===== config.mk =====
export PLATFORM = sky130hd
export DESIGN_NAME = dar_top
export DESIGN_NICKNAME = d
export VERILOG_FILES = /design/src/dar_pkg.sv /design/src/dar_fifo2.sv /design/src/dar_top.sv
export VERILOG_INCLUDE_DIRS = /design/src
export SDC_FILE = /design/constraint.sdc
export NUM_CORES = 1
export LEC_CHECK = 0
export BUFFER_PORTS_ARGS = -buffer_cell sky130_fd_sc_hd__buf_2
export CAP_MARGIN = 5
export CELL_PAD_IN_SITES_DETAIL_PLACEMENT = 1
export CELL_PAD_IN_SITES_GLOBAL_PLACEMENT = 1
export CORE_MARGIN = 2
export CORE_UTILIZATION = 47
export DETAILED_ROUTE_END_ITERATION = 7
export PLACE_DENSITY_LB_ADDON = 0.08
export SYNTH_ARGS = -nofsm -noshare
export SYNTH_HDL_FRONTEND = slang
export SYNTH_HIERARCHICAL = 1
export SYNTH_SLANG_ARGS = --single-unit
export TNS_END_PERCENT = 100

===== constraint.sdc =====
create_clock -name aclk -period 5.1 [get_ports aclk]
set_input_delay 1.02 -clock aclk [delete_from_list [all_inputs] [get_ports aclk]]
set_output_delay 1.02 -clock aclk [all_outputs]
set_load 0.1 [all_outputs]

===== src/dar_regs.svh =====
// register map, field positions, reset values and counts of the readout
// Behaviour
// falling conversion start holds and starts conversion
// both channels shift MSB first on falling clock
// CMOS mode drives data on positive leg
// LVDS mode drives data differentially
// echo clock follows shift clock, matched to data
// CMOS echo clock on positive leg only
// LVDS echo clock driven differentially
// CMOS echo off when negative leg tied high
// host may latch with own clock
// host drives shift clock per signalling mode; the host model drives one single-ended wire in every mode
// mode strap low CMOS, high LVDS, float low-power
// conversion start same in every mode
// host drives conversion start from clean clock
// low reference strap disables both reference buffers
// result is 13-bit two's complement code
// host shift clock up to 105 MHz
// host gives thirteen falling edges per conversion
// data outputs released while conversion start high
`ifndef DAR_REGS_SVH
`define DAR_REGS_SVH

`define DAR_CODE_W      13
`define DAR_BITS        4'hD
`define DAR_CNT_W       16

`define DAR_OFS_CTRL    4'h0
`define DAR_OFS_STATUS  4'h4
`define DAR_OFS_SAMPLE  4'h8
`define DAR_OFS_COUNT   4'hC

`define DAR_CTRL_EN     0
`define DAR_CTRL_RST    1'h1

`define DAR_SMP_CH1_LSB 0
`define DAR_SMP_CH2_LSB 16

`define DAR_ST_MODE_LSB 0
`define DAR_ST_REFEN    2
`define DAR_ST_ECHOOFF  3
`define DAR_ST_STATE    4
`define DAR_ST_BITS_LSB 8
`define DAR_ST_FILL_LSB 12

`define DAR_RESP_OKAY   2'h0
`define DAR_RESP_SLVERR 2'h2

`endif


===== src/dar_pkg.sv =====
// types shared by the dual channel serial readout
package dar_pkg;

  typedef enum logic [1:0] {
    DAR_MODE_CMOS,
    DAR_MODE_LVDS,
    DAR_MODE_LP_LVDS
  } dar_mode_e;

  typedef enum logic [1:0] {
    DAR_ACQUIRE,
    DAR_SHIFT,
    DAR_DONE
  } dar_state_e;

  // one converted pair, as the core hands it to the serialiser
  typedef struct packed {
    logic [12:0] ch2;
    logic [12:0] ch1;
  } dar_sample_s;

  // one differential output pair with its drive enables
  typedef struct packed {
    logic p;
    logic p_oe;
    logic n;
    logic n_oe;
  } dar_pair_s;

endpackage


===== src/dar_fifo2.sv =====
// two-entry buffer with valid and ready on both sides
`timescale 1ns/10ps
module dar_fifo2 #(
  parameter int W = 26
) (
  // clock and reset
  input  wire logic         aclk,
  input  wire logic         aresetn,
  // fill side
  input  wire logic         in_valid,
  output logic              in_ready,
  input  wire logic [W-1:0] in_data,
  // drain side
  output logic              out_valid,
  input  wire logic         out_ready,
  output logic [W-1:0]      out_data,
  // occupancy
  output logic [1:0]        fill
);

  logic [W-1:0] mem [2];
  logic [W-1:0] next_mem [2];
  logic         wr_ptr;
  logic         next_wr_ptr;
  logic         rd_ptr;
  logic         next_rd_ptr;
  logic [1:0]   count;
  logic [1:0]   next_count;
  logic         push;
  logic         pop;

  // full and empty come straight from the count so they never lie
  assign in_ready  = (count != 2'h2);
  assign out_valid = (count != 2'h0);
  assign out_data  = mem[rd_ptr];
  assign fill      = count;
  assign push      = in_valid && in_ready;
  assign pop       = out_valid && out_ready;

  // next pointers, count and storage
  always_comb begin
    next_mem    = mem;
    next_wr_ptr = wr_ptr;
    next_rd_ptr = rd_ptr;
    next_count  = count;
    if (push) begin
      next_mem[wr_ptr] = in_data;
      next_wr_ptr      = ~wr_ptr;
    end
    if (pop) begin
      next_rd_ptr = ~rd_ptr;
    end
    if (push && !pop) begin
      next_count = count + 2'h1;
    end else if (pop && !push) begin
      next_count = count - 2'h1;
    end
  end

  always_ff @(posedge aclk) begin
    if (!aresetn) begin
      wr_ptr <= 1'b0;
      rd_ptr <= 1'b0;
      count  <= 2'h0;
      mem[0] <= '0;
      mem[1] <= '0;
    end else begin
      wr_ptr <= next_wr_ptr;
      rd_ptr <= next_rd_ptr;
      count  <= next_count;
      mem    <= next_mem;
    end
  end

endmodule


===== src/dar_top.sv =====
// conversion control and dual serial readout with AXI4-Lite registers
`timescale 1ns/10ps
`include "dar_regs.svh"
module dar_top (
  // clock and reset
  input  wire logic              aclk,
  input  wire logic              aresetn,
  // axi4-lite write address and data
  input  wire logic              s_axi_awvalid,
  output logic                   s_axi_awready,
  input  wire logic [3:0]        s_axi_awaddr,
  input  wire logic              s_axi_wvalid,
  output logic                   s_axi_wready,
  input  wire logic [31:0]       s_axi_wdata,
  input  wire logic [3:0]        s_axi_wstrb,
  // axi4-lite write response
  output logic                   s_axi_bvalid,
  input  wire logic              s_axi_bready,
  output logic [1:0]             s_axi_bresp,
  // axi4-lite read
  input  wire logic              s_axi_arvalid,
  output logic                   s_axi_arready,
  input  wire logic [3:0]        s_axi_araddr,
  output logic                   s_axi_rvalid,
  input  wire logic              s_axi_rready,
  output logic [31:0]            s_axi_rdata,
  output logic [1:0]             s_axi_rresp,
  // host pins and straps, asynchronous to aclk
  input  wire logic              conversion_start_n,
  input  wire logic              shift_clock,
  input  wire logic              mode_strap_high,
  input  wire logic              mode_strap_low,
  input  wire logic              ref_buffer_enable,
  input  wire logic              echo_clock_n_sense,
  // serial outputs and echo clock
  output dar_pkg::dar_pair_s     ch1_serial_out,
  output dar_pkg::dar_pair_s     ch2_serial_out,
  output dar_pkg::dar_pair_s     echo_clock,
  // analog side controls
  output logic                   sample_hold,
  output logic                   ch1_reference_output,
  output logic                   ch2_reference_output,
  output logic                   low_power_lvds
);
  import dar_pkg::*;

  // every pin passes two flops before anything looks at it
  logic [5:0] pin_meta;
  logic [5:0] pin_sync;
  logic       cnv_n;
  logic       sck;
  logic       strap_hi;
  logic       strap_lo;
  logic       refen;
  logic       echo_n_hi;
  logic       cnv_prev;
  logic       sck_prev;

  always_ff @(posedge aclk) begin
    if (!aresetn) begin
      pin_meta <= 6'h01;
      pin_sync <= 6'h01;
      cnv_prev <= 1'b1;
      sck_prev <= 1'b0;
    end else begin
      pin_meta <= {echo_clock_n_sense, ref_buffer_enable, mode_strap_low,
                   mode_strap_high, shift_clock, conversion_start_n};
      pin_sync <= pin_meta;
      cnv_prev <= pin_sync[0];
      sck_prev <= pin_sync[1];
    end
  end

  assign cnv_n     = pin_sync[0];
  assign sck       = pin_sync[1];
  assign strap_hi  = pin_sync[2];
  assign strap_lo  = pin_sync[3];
  assign refen     = pin_sync[4];
  assign echo_n_hi = pin_sync[5];

  // the start edge is decoded identically in every signalling mode
  logic cnv_fall;
  logic cnv_rise;
  logic sck_fall;
  assign cnv_fall = cnv_prev && !cnv_n;  // see R1
  assign cnv_rise = !cnv_prev && cnv_n;
  assign sck_fall = sck_prev && !sck;

  // strap decode: the sense pins carry the strap through a weak pull
  // each way, so agreement means tied and disagreement means floating
  dar_mode_e mode;
  assign mode = (strap_hi != strap_lo) ? DAR_MODE_LP_LVDS :
                (strap_hi ? DAR_MODE_LVDS : DAR_MODE_CMOS);

  // register bus: control, status, sample and conversion count
  logic              ctrl_en;
  logic              next_ctrl_en;
  logic              bvalid;
  logic              next_bvalid;
  logic [1:0]        bresp;
  logic [1:0]        next_bresp;
  logic              rvalid;
  logic              next_rvalid;
  logic [31:0]       rdata;
  logic [31:0]       next_rdata;
  logic [1:0]        rresp;
  logic [1:0]        next_rresp;
  logic              wr_go;
  logic              wr_sample;
  logic              rd_go;
  logic [31:0]       wmask;
  logic [31:0]       wword;
  logic              fifo_in_ready;
  logic              fifo_out_valid;
  logic              fifo_pop;
  dar_sample_s       fifo_out;
  dar_sample_s       fifo_in;
  logic [1:0]        fifo_fill;
  logic [`DAR_CNT_W-1:0] conv_count;
  logic [`DAR_CNT_W-1:0] next_conv_count;
  dar_state_e        state;
  dar_state_e        next_state;
  logic [3:0]        bits;
  logic [3:0]        next_bits;
  logic              echo_off;

  // both halves of a write must be present; a sample write also waits
  // for room in the buffer, which is how a stalled reader backs up
  assign wr_sample = (s_axi_awaddr == `DAR_OFS_SAMPLE);
  assign wr_go     = s_axi_awvalid && s_axi_wvalid && !bvalid &&
                     (!wr_sample || fifo_in_ready);
  assign s_axi_awready = wr_go;
  assign s_axi_wready  = wr_go;
  assign rd_go         = s_axi_arvalid && !rvalid;
  assign s_axi_arready = rd_go;
  assign wmask = {{8{s_axi_wstrb[3]}}, {8{s_axi_wstrb[2]}},
                  {8{s_axi_wstrb[1]}}, {8{s_axi_wstrb[0]}}};
  assign wword = s_axi_wdata & wmask;
  assign fifo_in.ch1 = wword[`DAR_SMP_CH1_LSB +: `DAR_CODE_W];
  assign fifo_in.ch2 = wword[`DAR_SMP_CH2_LSB +: `DAR_CODE_W];

  // bus next values
  always_comb begin
    next_ctrl_en = ctrl_en;
    next_bvalid  = bvalid && !s_axi_bready;
    next_bresp   = bresp;
    next_rvalid  = rvalid && !s_axi_rready;
    next_rdata   = rdata;
    next_rresp   = rresp;
    if (wr_go) begin
      next_bvalid = 1'b1;
      next_bresp  = `DAR_RESP_OKAY;
      unique case (s_axi_awaddr)
        `DAR_OFS_CTRL: begin
          if (s_axi_wstrb[0]) begin
            next_ctrl_en = s_axi_wdata[`DAR_CTRL_EN];
          end
        end
        `DAR_OFS_SAMPLE, `DAR_OFS_STATUS, `DAR_OFS_COUNT: begin
        end
        default: begin
          next_bresp = `DAR_RESP_SLVERR;
        end
      endcase
    end
    if (rd_go) begin
      next_rvalid = 1'b1;
      next_rresp  = `DAR_RESP_OKAY;
      next_rdata  = 32'h0000_0000;
      unique case (s_axi_araddr)
        `DAR_OFS_CTRL: begin
          next_rdata[`DAR_CTRL_EN] = ctrl_en;
        end
        `DAR_OFS_STATUS: begin
          next_rdata[`DAR_ST_MODE_LSB +: 2]  = mode;
          next_rdata[`DAR_ST_REFEN]          = refen;
          next_rdata[`DAR_ST_ECHOOFF]        = echo_off;
          next_rdata[`DAR_ST_STATE +: 2]     = state;
          next_rdata[`DAR_ST_BITS_LSB +: 4]  = bits;
          next_rdata[`DAR_ST_FILL_LSB +: 2]  = fifo_fill;
        end
        `DAR_OFS_SAMPLE: begin
        end
        `DAR_OFS_COUNT: begin
          next_rdata[`DAR_CNT_W-1:0] = conv_count;
        end
        default: begin
          next_rresp = `DAR_RESP_SLVERR;
        end
      endcase
    end
  end

  always_ff @(posedge aclk) begin
    if (!aresetn) begin
      ctrl_en <= `DAR_CTRL_RST;
      bvalid  <= 1'b0;
      bresp   <= `DAR_RESP_OKAY;
      rvalid  <= 1'b0;
      rdata   <= 32'h0000_0000;
      rresp   <= `DAR_RESP_OKAY;
    end else begin
      ctrl_en <= next_ctrl_en;
      bvalid  <= next_bvalid;
      bresp   <= next_bresp;
      rvalid  <= next_rvalid;
      rdata   <= next_rdata;
      rresp   <= next_rresp;
    end
  end

  assign s_axi_bvalid = bvalid;
  assign s_axi_bresp  = bresp;
  assign s_axi_rvalid = rvalid;
  assign s_axi_rdata  = rdata;
  assign s_axi_rresp  = rresp;

  // results wait here until a conversion start claims them
  assign fifo_pop = cnv_fall && ctrl_en;
  dar_fifo2 #(.W ($bits(dar_sample_s))) u_buf (
    .aclk      (aclk),
    .aresetn   (aresetn),
    .in_valid  (wr_go && wr_sample),
    .in_ready  (fifo_in_ready),
    .in_data   (fifo_in),
    .out_valid (fifo_out_valid),
    .out_ready (fifo_pop),
    .out_data  (fifo_out),
    .fill      (fifo_fill)
  );

  // conversion sequencer and the two shift registers
  logic [`DAR_CODE_W-1:0] sh1;
  logic [`DAR_CODE_W-1:0] next_sh1;
  logic [`DAR_CODE_W-1:0] sh2;
  logic [`DAR_CODE_W-1:0] next_sh2;
  dar_sample_s            last;
  dar_sample_s            next_last;

  always_comb begin
    next_state      = state;
    next_bits       = bits;
    next_sh1        = sh1;
    next_sh2        = sh2;
    next_last       = last;
    next_conv_count = conv_count;
    if (cnv_rise) begin
      next_state = DAR_ACQUIRE;
    end else if (fifo_pop) begin
      // an empty buffer repeats the previous code rather than stall
      if (fifo_out_valid) begin
        next_last = fifo_out;
      end
      next_sh1        = fifo_out_valid ? fifo_out.ch1 : last.ch1;
      next_sh2        = fifo_out_valid ? fifo_out.ch2 : last.ch2;
      next_bits       = 4'h0;
      next_state      = DAR_SHIFT;
      next_conv_count = conv_count + 16'h0001;
    end else if (state == DAR_SHIFT && sck_fall) begin
      next_sh1  = {sh1[`DAR_CODE_W-2:0], 1'b0};
      next_sh2  = {sh2[`DAR_CODE_W-2:0], 1'b0};
      next_bits = bits + 4'h1;
      if (bits + 4'h1 == `DAR_BITS) begin
        next_state = DAR_DONE;
      end
    end
  end

  always_ff @(posedge aclk) begin
    if (!aresetn) begin
      state      <= DAR_ACQUIRE;
      bits       <= 4'h0;
      sh1        <= '0;
      sh2        <= '0;
      last       <= '0;
      conv_count <= '0;
    end else begin
      state      <= next_state;
      bits       <= next_bits;
      sh1        <= next_sh1;
      sh2        <= next_sh2;
      last       <= next_last;
      conv_count <= next_conv_count;
    end
  end

  // pin drivers; data and echo go through one flop stage each so their
  // skew to one another stays equal
  logic        drive;
  dar_pair_s   d1;
  dar_pair_s   next_d1;
  dar_pair_s   d2;
  dar_pair_s   next_d2;
  dar_pair_s   ec;
  dar_pair_s   next_ec;
  logic        lvds;

  assign drive    = (state != DAR_ACQUIRE) && !cnv_n;
  assign lvds     = (mode != DAR_MODE_CMOS);
  assign echo_off = !lvds && echo_n_hi;

  always_comb begin
    next_d1.p    = sh1[`DAR_CODE_W-1];
    next_d1.n    = ~sh1[`DAR_CODE_W-1];
    next_d1.p_oe = drive;  // see R3
    next_d1.n_oe = drive && lvds;  // see R3
    next_d2.p    = sh2[`DAR_CODE_W-1];
    next_d2.n    = ~sh2[`DAR_CODE_W-1];
    next_d2.p_oe = drive;  // see R3
    next_d2.n_oe = drive && lvds;  // see R3
    next_ec.p    = sck;
    next_ec.n    = ~sck;
    next_ec.p_oe = !echo_off;  // see R6
    next_ec.n_oe = lvds;  // see R6
  end

  always_ff @(posedge aclk) begin
    if (!aresetn) begin
      d1   <= '0;
      d2   <= '0;
      ec   <= '0;
    end else begin
      d1   <= next_d1;
      d2   <= next_d2;
      ec   <= next_ec;
    end
  end

  assign ch1_serial_out = d1;
  assign ch2_serial_out = d2;
  assign echo_clock     = ec;
  assign low_power_lvds = (mode == DAR_MODE_LP_LVDS);

  // hold while converting or shifting, track the input while acquiring
  assign sample_hold          = (state != DAR_ACQUIRE);
  assign ch1_reference_output = refen;
  assign ch2_reference_output = refen;

endmodule


Word level (Yosys, flattened, before mapping):

Index checks and enable logic that the tools add are counted.

* add/sub/neg operators: 4
* magnitude comparators: 3
* eq/ne operators: 11
* muxes and demuxes: 30
* bitwise gates (word level): 10
* reduce and logical (&&, ||, !) cells: 51

Operator list (number)
* 26-bit two-way mux: 4
* 13-bit two-way mux: 6
* 52-bit bitwise mux: 1
* 29-bit AND: 1
* 26-bit demux with 1-bit select: 1
* 4-bit equality test, second input constant: 5
* 1-bit logical AND: 20
* 16-bit by 1-bit adder with 16-bit output, second input constant: 1
* 2-bit two-way mux: 7
* 1-bit logical NOT: 12
* 6-bit one-hot mux with 2 select lines: 1
* 2-bit nonzero test: 6
* 5-bit one-hot mux with 2 select lines: 1
* 4-bit by 3-bit equality test with 1-bit output, second input constant: 2
* 4-bit logical NOT: 2
* 4-bit two-way mux: 2
* 2-bit AND reduction: 4
* 4-bit OR reduction: 2
* 1-bit NOT: 7
* 1-bit two-way mux: 6
* 3-bit AND reduction: 2
* 4-bit by 1-bit adder with 4-bit output, second input constant: 1
* 2-bit greater-or-equal comparator, second input constant: 2
* 1-bit NOT with 2-bit output: 2
* other kinds (11): 11

* flip-flop bits (word level): 176
* bits of input ports: 57

Depth between registers and ports, before layout:

* depth in word-level cells: 10
* gate-level depth with buffers: 8
* mapped depth without buffers: 8

Hierarchy:

The synthesis kept the hierarchy.

Modules (own cells, without submodules)
* dar_top: instances 1, cells each 603, area an instance 5246.3 sq um
* dar_fifo2: instances 1, cells each 247, area an instance 2499.9 sq um

Worst setup path before layout:

No wires, ideal clock.

* path kind: input-to-output
* from: in s_axi_awaddr[3]
* to: out s_axi_wready
* data arrival time: 3.221 ns
* setup slack: 0.859 ns
* stages: 3
* cell sequence: nor3b_1 -> a21oi_1 -> buf_4

* word-level cells in the longest chain between the ends: 4

RTL lines
* from (decl): line dar_top.sv:11 `input wire logic [3:0] s_axi_awaddr,`
* 4-bit equality test
* 1-bit logical NOT: line dar_top.sv:131 `(!wr_sample || fifo_in_ready);`
* 1-bit logical OR: line dar_top.sv:131
* 1-bit logical AND: line dar_top.sv:130 `assign wr_go = s_axi_awvalid && s_axi_wvalid && !bvalid &&`
* to (decl): line dar_top.sv:13 `output logic s_axi_wready,`

No other way between the ends.

Worst setup path after layout:

* from: in s_axi_arvalid
* to: out s_axi_arready

* word-level cells in the longest chain between the ends: 1

RTL lines
* from (decl): line dar_top.sv:21 `input wire logic s_axi_arvalid,`
* 1-bit logical AND: line dar_top.sv:134 `assign rd_go = s_axi_arvalid && !rvalid;`
* to (decl): line dar_top.sv:22 `output logic s_axi_arready,`

No other way between the ends.

==> impl_metrics.env <==
export IMPL_grt_first_pass_wirelength_mm=31.0
export IMPL_cts_sinks=174
export IMPL_period_share_pct=61.8
export IMPL_drv_cap=0
export IMPL_grt_max_degree=111
export IMPL_outcome="complete, no violations"
export IMPL_relSlewSlack_pct=30.7
export IMPL_first_pass_iters=6
export IMPL_wl_per_cell_um=16.4
export IMPL_antenna_found_initial=0
export IMPL_finalCriticalPeriod_ns=3.15
export IMPL_grt_use_total_pct=21.7
export IMPL_overflow=0
export IMPL_finClkSkew_ns=0.00612
export IMPL_power_density_nw_per_um2=335
export IMPL_power_mw=2.92
export IMPL_path_common_cell="buf_2"
export IMPL_grt_util_met1_pct=27.1
export IMPL_use_met2_pct=38.3
export IMPL_critPathKind="input port to primary output"
export IMPL_insertion_delay_ns=0.42
export IMPL_dieArea_um2=17500
export IMPL_slowest_delay_ns=0.37
export IMPL_synth_flop_cell="dfxtp_1"
export IMPL_final_cell_mix="174 x dfxtp_1, 172 x nand2_1, 88 x buf_2"
export IMPL_start_util_pct=48.4
export IMPL_clk_pin_slew_worst_paths_ns=0.06
export IMPL_postRouteAntennaNets=0
export IMPL_area_growth_pct=12.6
export IMPL_cts_root_buf="clkbuf_16"
export IMPL_fmax_mhz=317
export IMPL_num_rows=46
export IMPL_synth_warnings=6
export IMPL_ir_drop_uv=215
export IMPL_vias=6002
export IMPL_grt_use_met3_pct=3.58
export IMPL_cpMaxStageDelayCell="buf_2"
export IMPL_crit_chain="buf_2 -> nand2b_1 -> buf_4 -> clkinv_1 -> buf_2"
export IMPL_numCtsBuffers=17
export IMPL_core_area_um2=16000
export IMPL_yosysSeqAreaShare_pct=45.0
export IMPL_die_x_um=132
export IMPL_finalMaxSlewViolations=0
export IMPL_dr_first_iter_drc_count=272
export IMPL_synth_edf_count=0
export IMPL_setup_viol=0
export IMPL_yosysUniqueCellTypes=50
export IMPL_wirelength_mm=18.6
export IMPL_dpl_cell_area_um2=8140
export IMPL_hold_viol_final=0
export IMPL_cts_tree="built"
export IMPL_cts_buffer_depth=2
export IMPL_post_cts_setup_buffers=0
export IMPL_ctsHoldBuffers=0
export IMPL_htree_levels=4
export IMPL_final_common_cell="dfxtp_1"
export IMPL_rsz0062_at_grt="false"
export IMPL_synth_cells=850
export IMPL_worstSetupEndpointType="primary output"
export IMPL_required_ns=4.08
export IMPL_drive_above_1_share_pct=18.0
export IMPL_crit_arrival_ns=2.13
export IMPL_drc=0
export IMPL_io_buffers=89
export IMPL_cts_resized_gates=0
export IMPL_power_leakage_nw=3.50
export IMPL_synth_seq_cells=174
export IMPL_worstMarginPinSlew_ns=1.04
export IMPL_fin_tns_setup_ns=0
export IMPL_crit_path_max_fanout=28
export IMPL_final_cell_area_um2=8720
export IMPL_num_fill_cells=1909
export IMPL_drt_vias_per_instance=5.31
export IMPL_asyncSetResetFlopFracSynth_pct=0
export IMPL_whs_ns=0.422
export IMPL_syn_cell_area_um2=7750
export IMPL_crit_path_start_kind="input port"
export IMPL_hold_path_class="register to register"
export IMPL_postSynthAreaPerCell_um2=9.11
export IMPL_grt_pass1_vias=6351
export IMPL_final_nets=968
export IMPL_synth_area_leaders="dfxtp_1 45%, mux2i_1 8.9%, nand2_1 8.3%, mux2_2 4.9%, and2_1 4.4%"
export IMPL_place_detailed_hpwl_mm=12.3
export IMPL_gp_routability_congestion=0.788
export IMPL_n_antenna_cell=0
export IMPL_synth_top_cell_by_area="dfxtp_1"
export IMPL_grt_busiest_layer="met2"
export IMPL_die_height_um=132
export IMPL_boundaryPins=114
export IMPL_synth_top_area_share_pct=45.0
-- through the flow --
stage	utilization, %	worst slack (ns)	instances
floorplan	-	0.859	867
global placement	50.9	1.97	1101
detailed placement	50.9	1.94	1101
CTS	54.3	1.94	1130
global route	54.5	1.84	1131
finish	54.5	1.95	1131
-- worst paths after layout --
path	cells after the start	from	slack, ns	to
worst max-delay path	5	s_axi_arvalid	1.95	s_axi_arready
worst min-delay path	1	pin_meta[0]	0.42	pin_sync[0]
worst max register to register	6	ctrl_en	2.13	sh1[4]
worst min register to register	1	pin_meta[0]	0.42	pin_sync[0]
-- kinds of logic (layout without fill, tap and decap cells) --
family	Yosys count	count (layout)	synth area share, %
xor gates and xnor gates	16	16	1.81
AOI/OAI and AO/OA	136	136	11.1
DFF	174	174	45.0
buffers and inverters	87	135	6.32
muxes	103	103	13.9
other	1	18	0.0484
and+or+nand+nor	327	327	20.9
adders and majority gates	6	6	0.969
-- critical path: cells and delay by family --
family        cells  cell delay, ns
buf+inv           4            1.03
simple gates      1            0.06
-- metal layers --
metal	part of all wire, %	wire (um)	vias to the layer above
met1	44	8250	2945
met4	1.2	214	0
met5	0	0	-
li1	-	-	2948
met2	51	9500	91
met3	3.3	621	18
-- sequential cells by signal, indices dropped and copies added, names as in the netlist --
signal and count:
state 2, u_buf/wr_ptr 1, ch2_serial_out 4, last 26, sh2 13, u_buf/rd_ptr 1, ch1_serial_out 2, u_buf/mem 52
s_axi_bvalid 1, sh1 13, s_axi_rvalid 1, pin_meta 6, bits 4, s_axi_rdata 16, ctrl_en 1, echo_clock 4
cnv_prev 1, conv_count 16, u_buf/fill 2, s_axi_bresp 1, s_axi_rresp 1, pin_sync 6
-- area by class of cell --
cell class	instances	area (um2)	area share [%]
flip-flops and latches	174	3480	39.9
well taps	216	270	3.10
multi-input cells	606	3850	44.1
inverters	11	41.3	0.473
clock buffers	22	464	5.32
repair buffers	95	526	6.03
clock inverters	7	90.1	1.03
-- synth_stat cells (12+ instances only) --
library cell and number:
a31oi_1 15, buf_4 23, dfxtp_1 174, and2_1 55, mux2_2 34, o21ai_0 37, nand2_1 172, a21oi_1 30
a21boi_0 34, nand3_1 12, nor2b_1 17, clkbuf_1 32, mux2i_1 69, nor3_1 15
-- power breakdown --
group / switching, mW / internal (mW) / total [mW]
clock: 0.512 / 0.736 / 1.25
combinational: 0.211 / 0.0641 / 0.275
sequential: 0.0128 / 1.38 / 1.39
total: 0.736 / 2.18 / 2.92
Note: power is estimated with default switching activity, not from simulation.
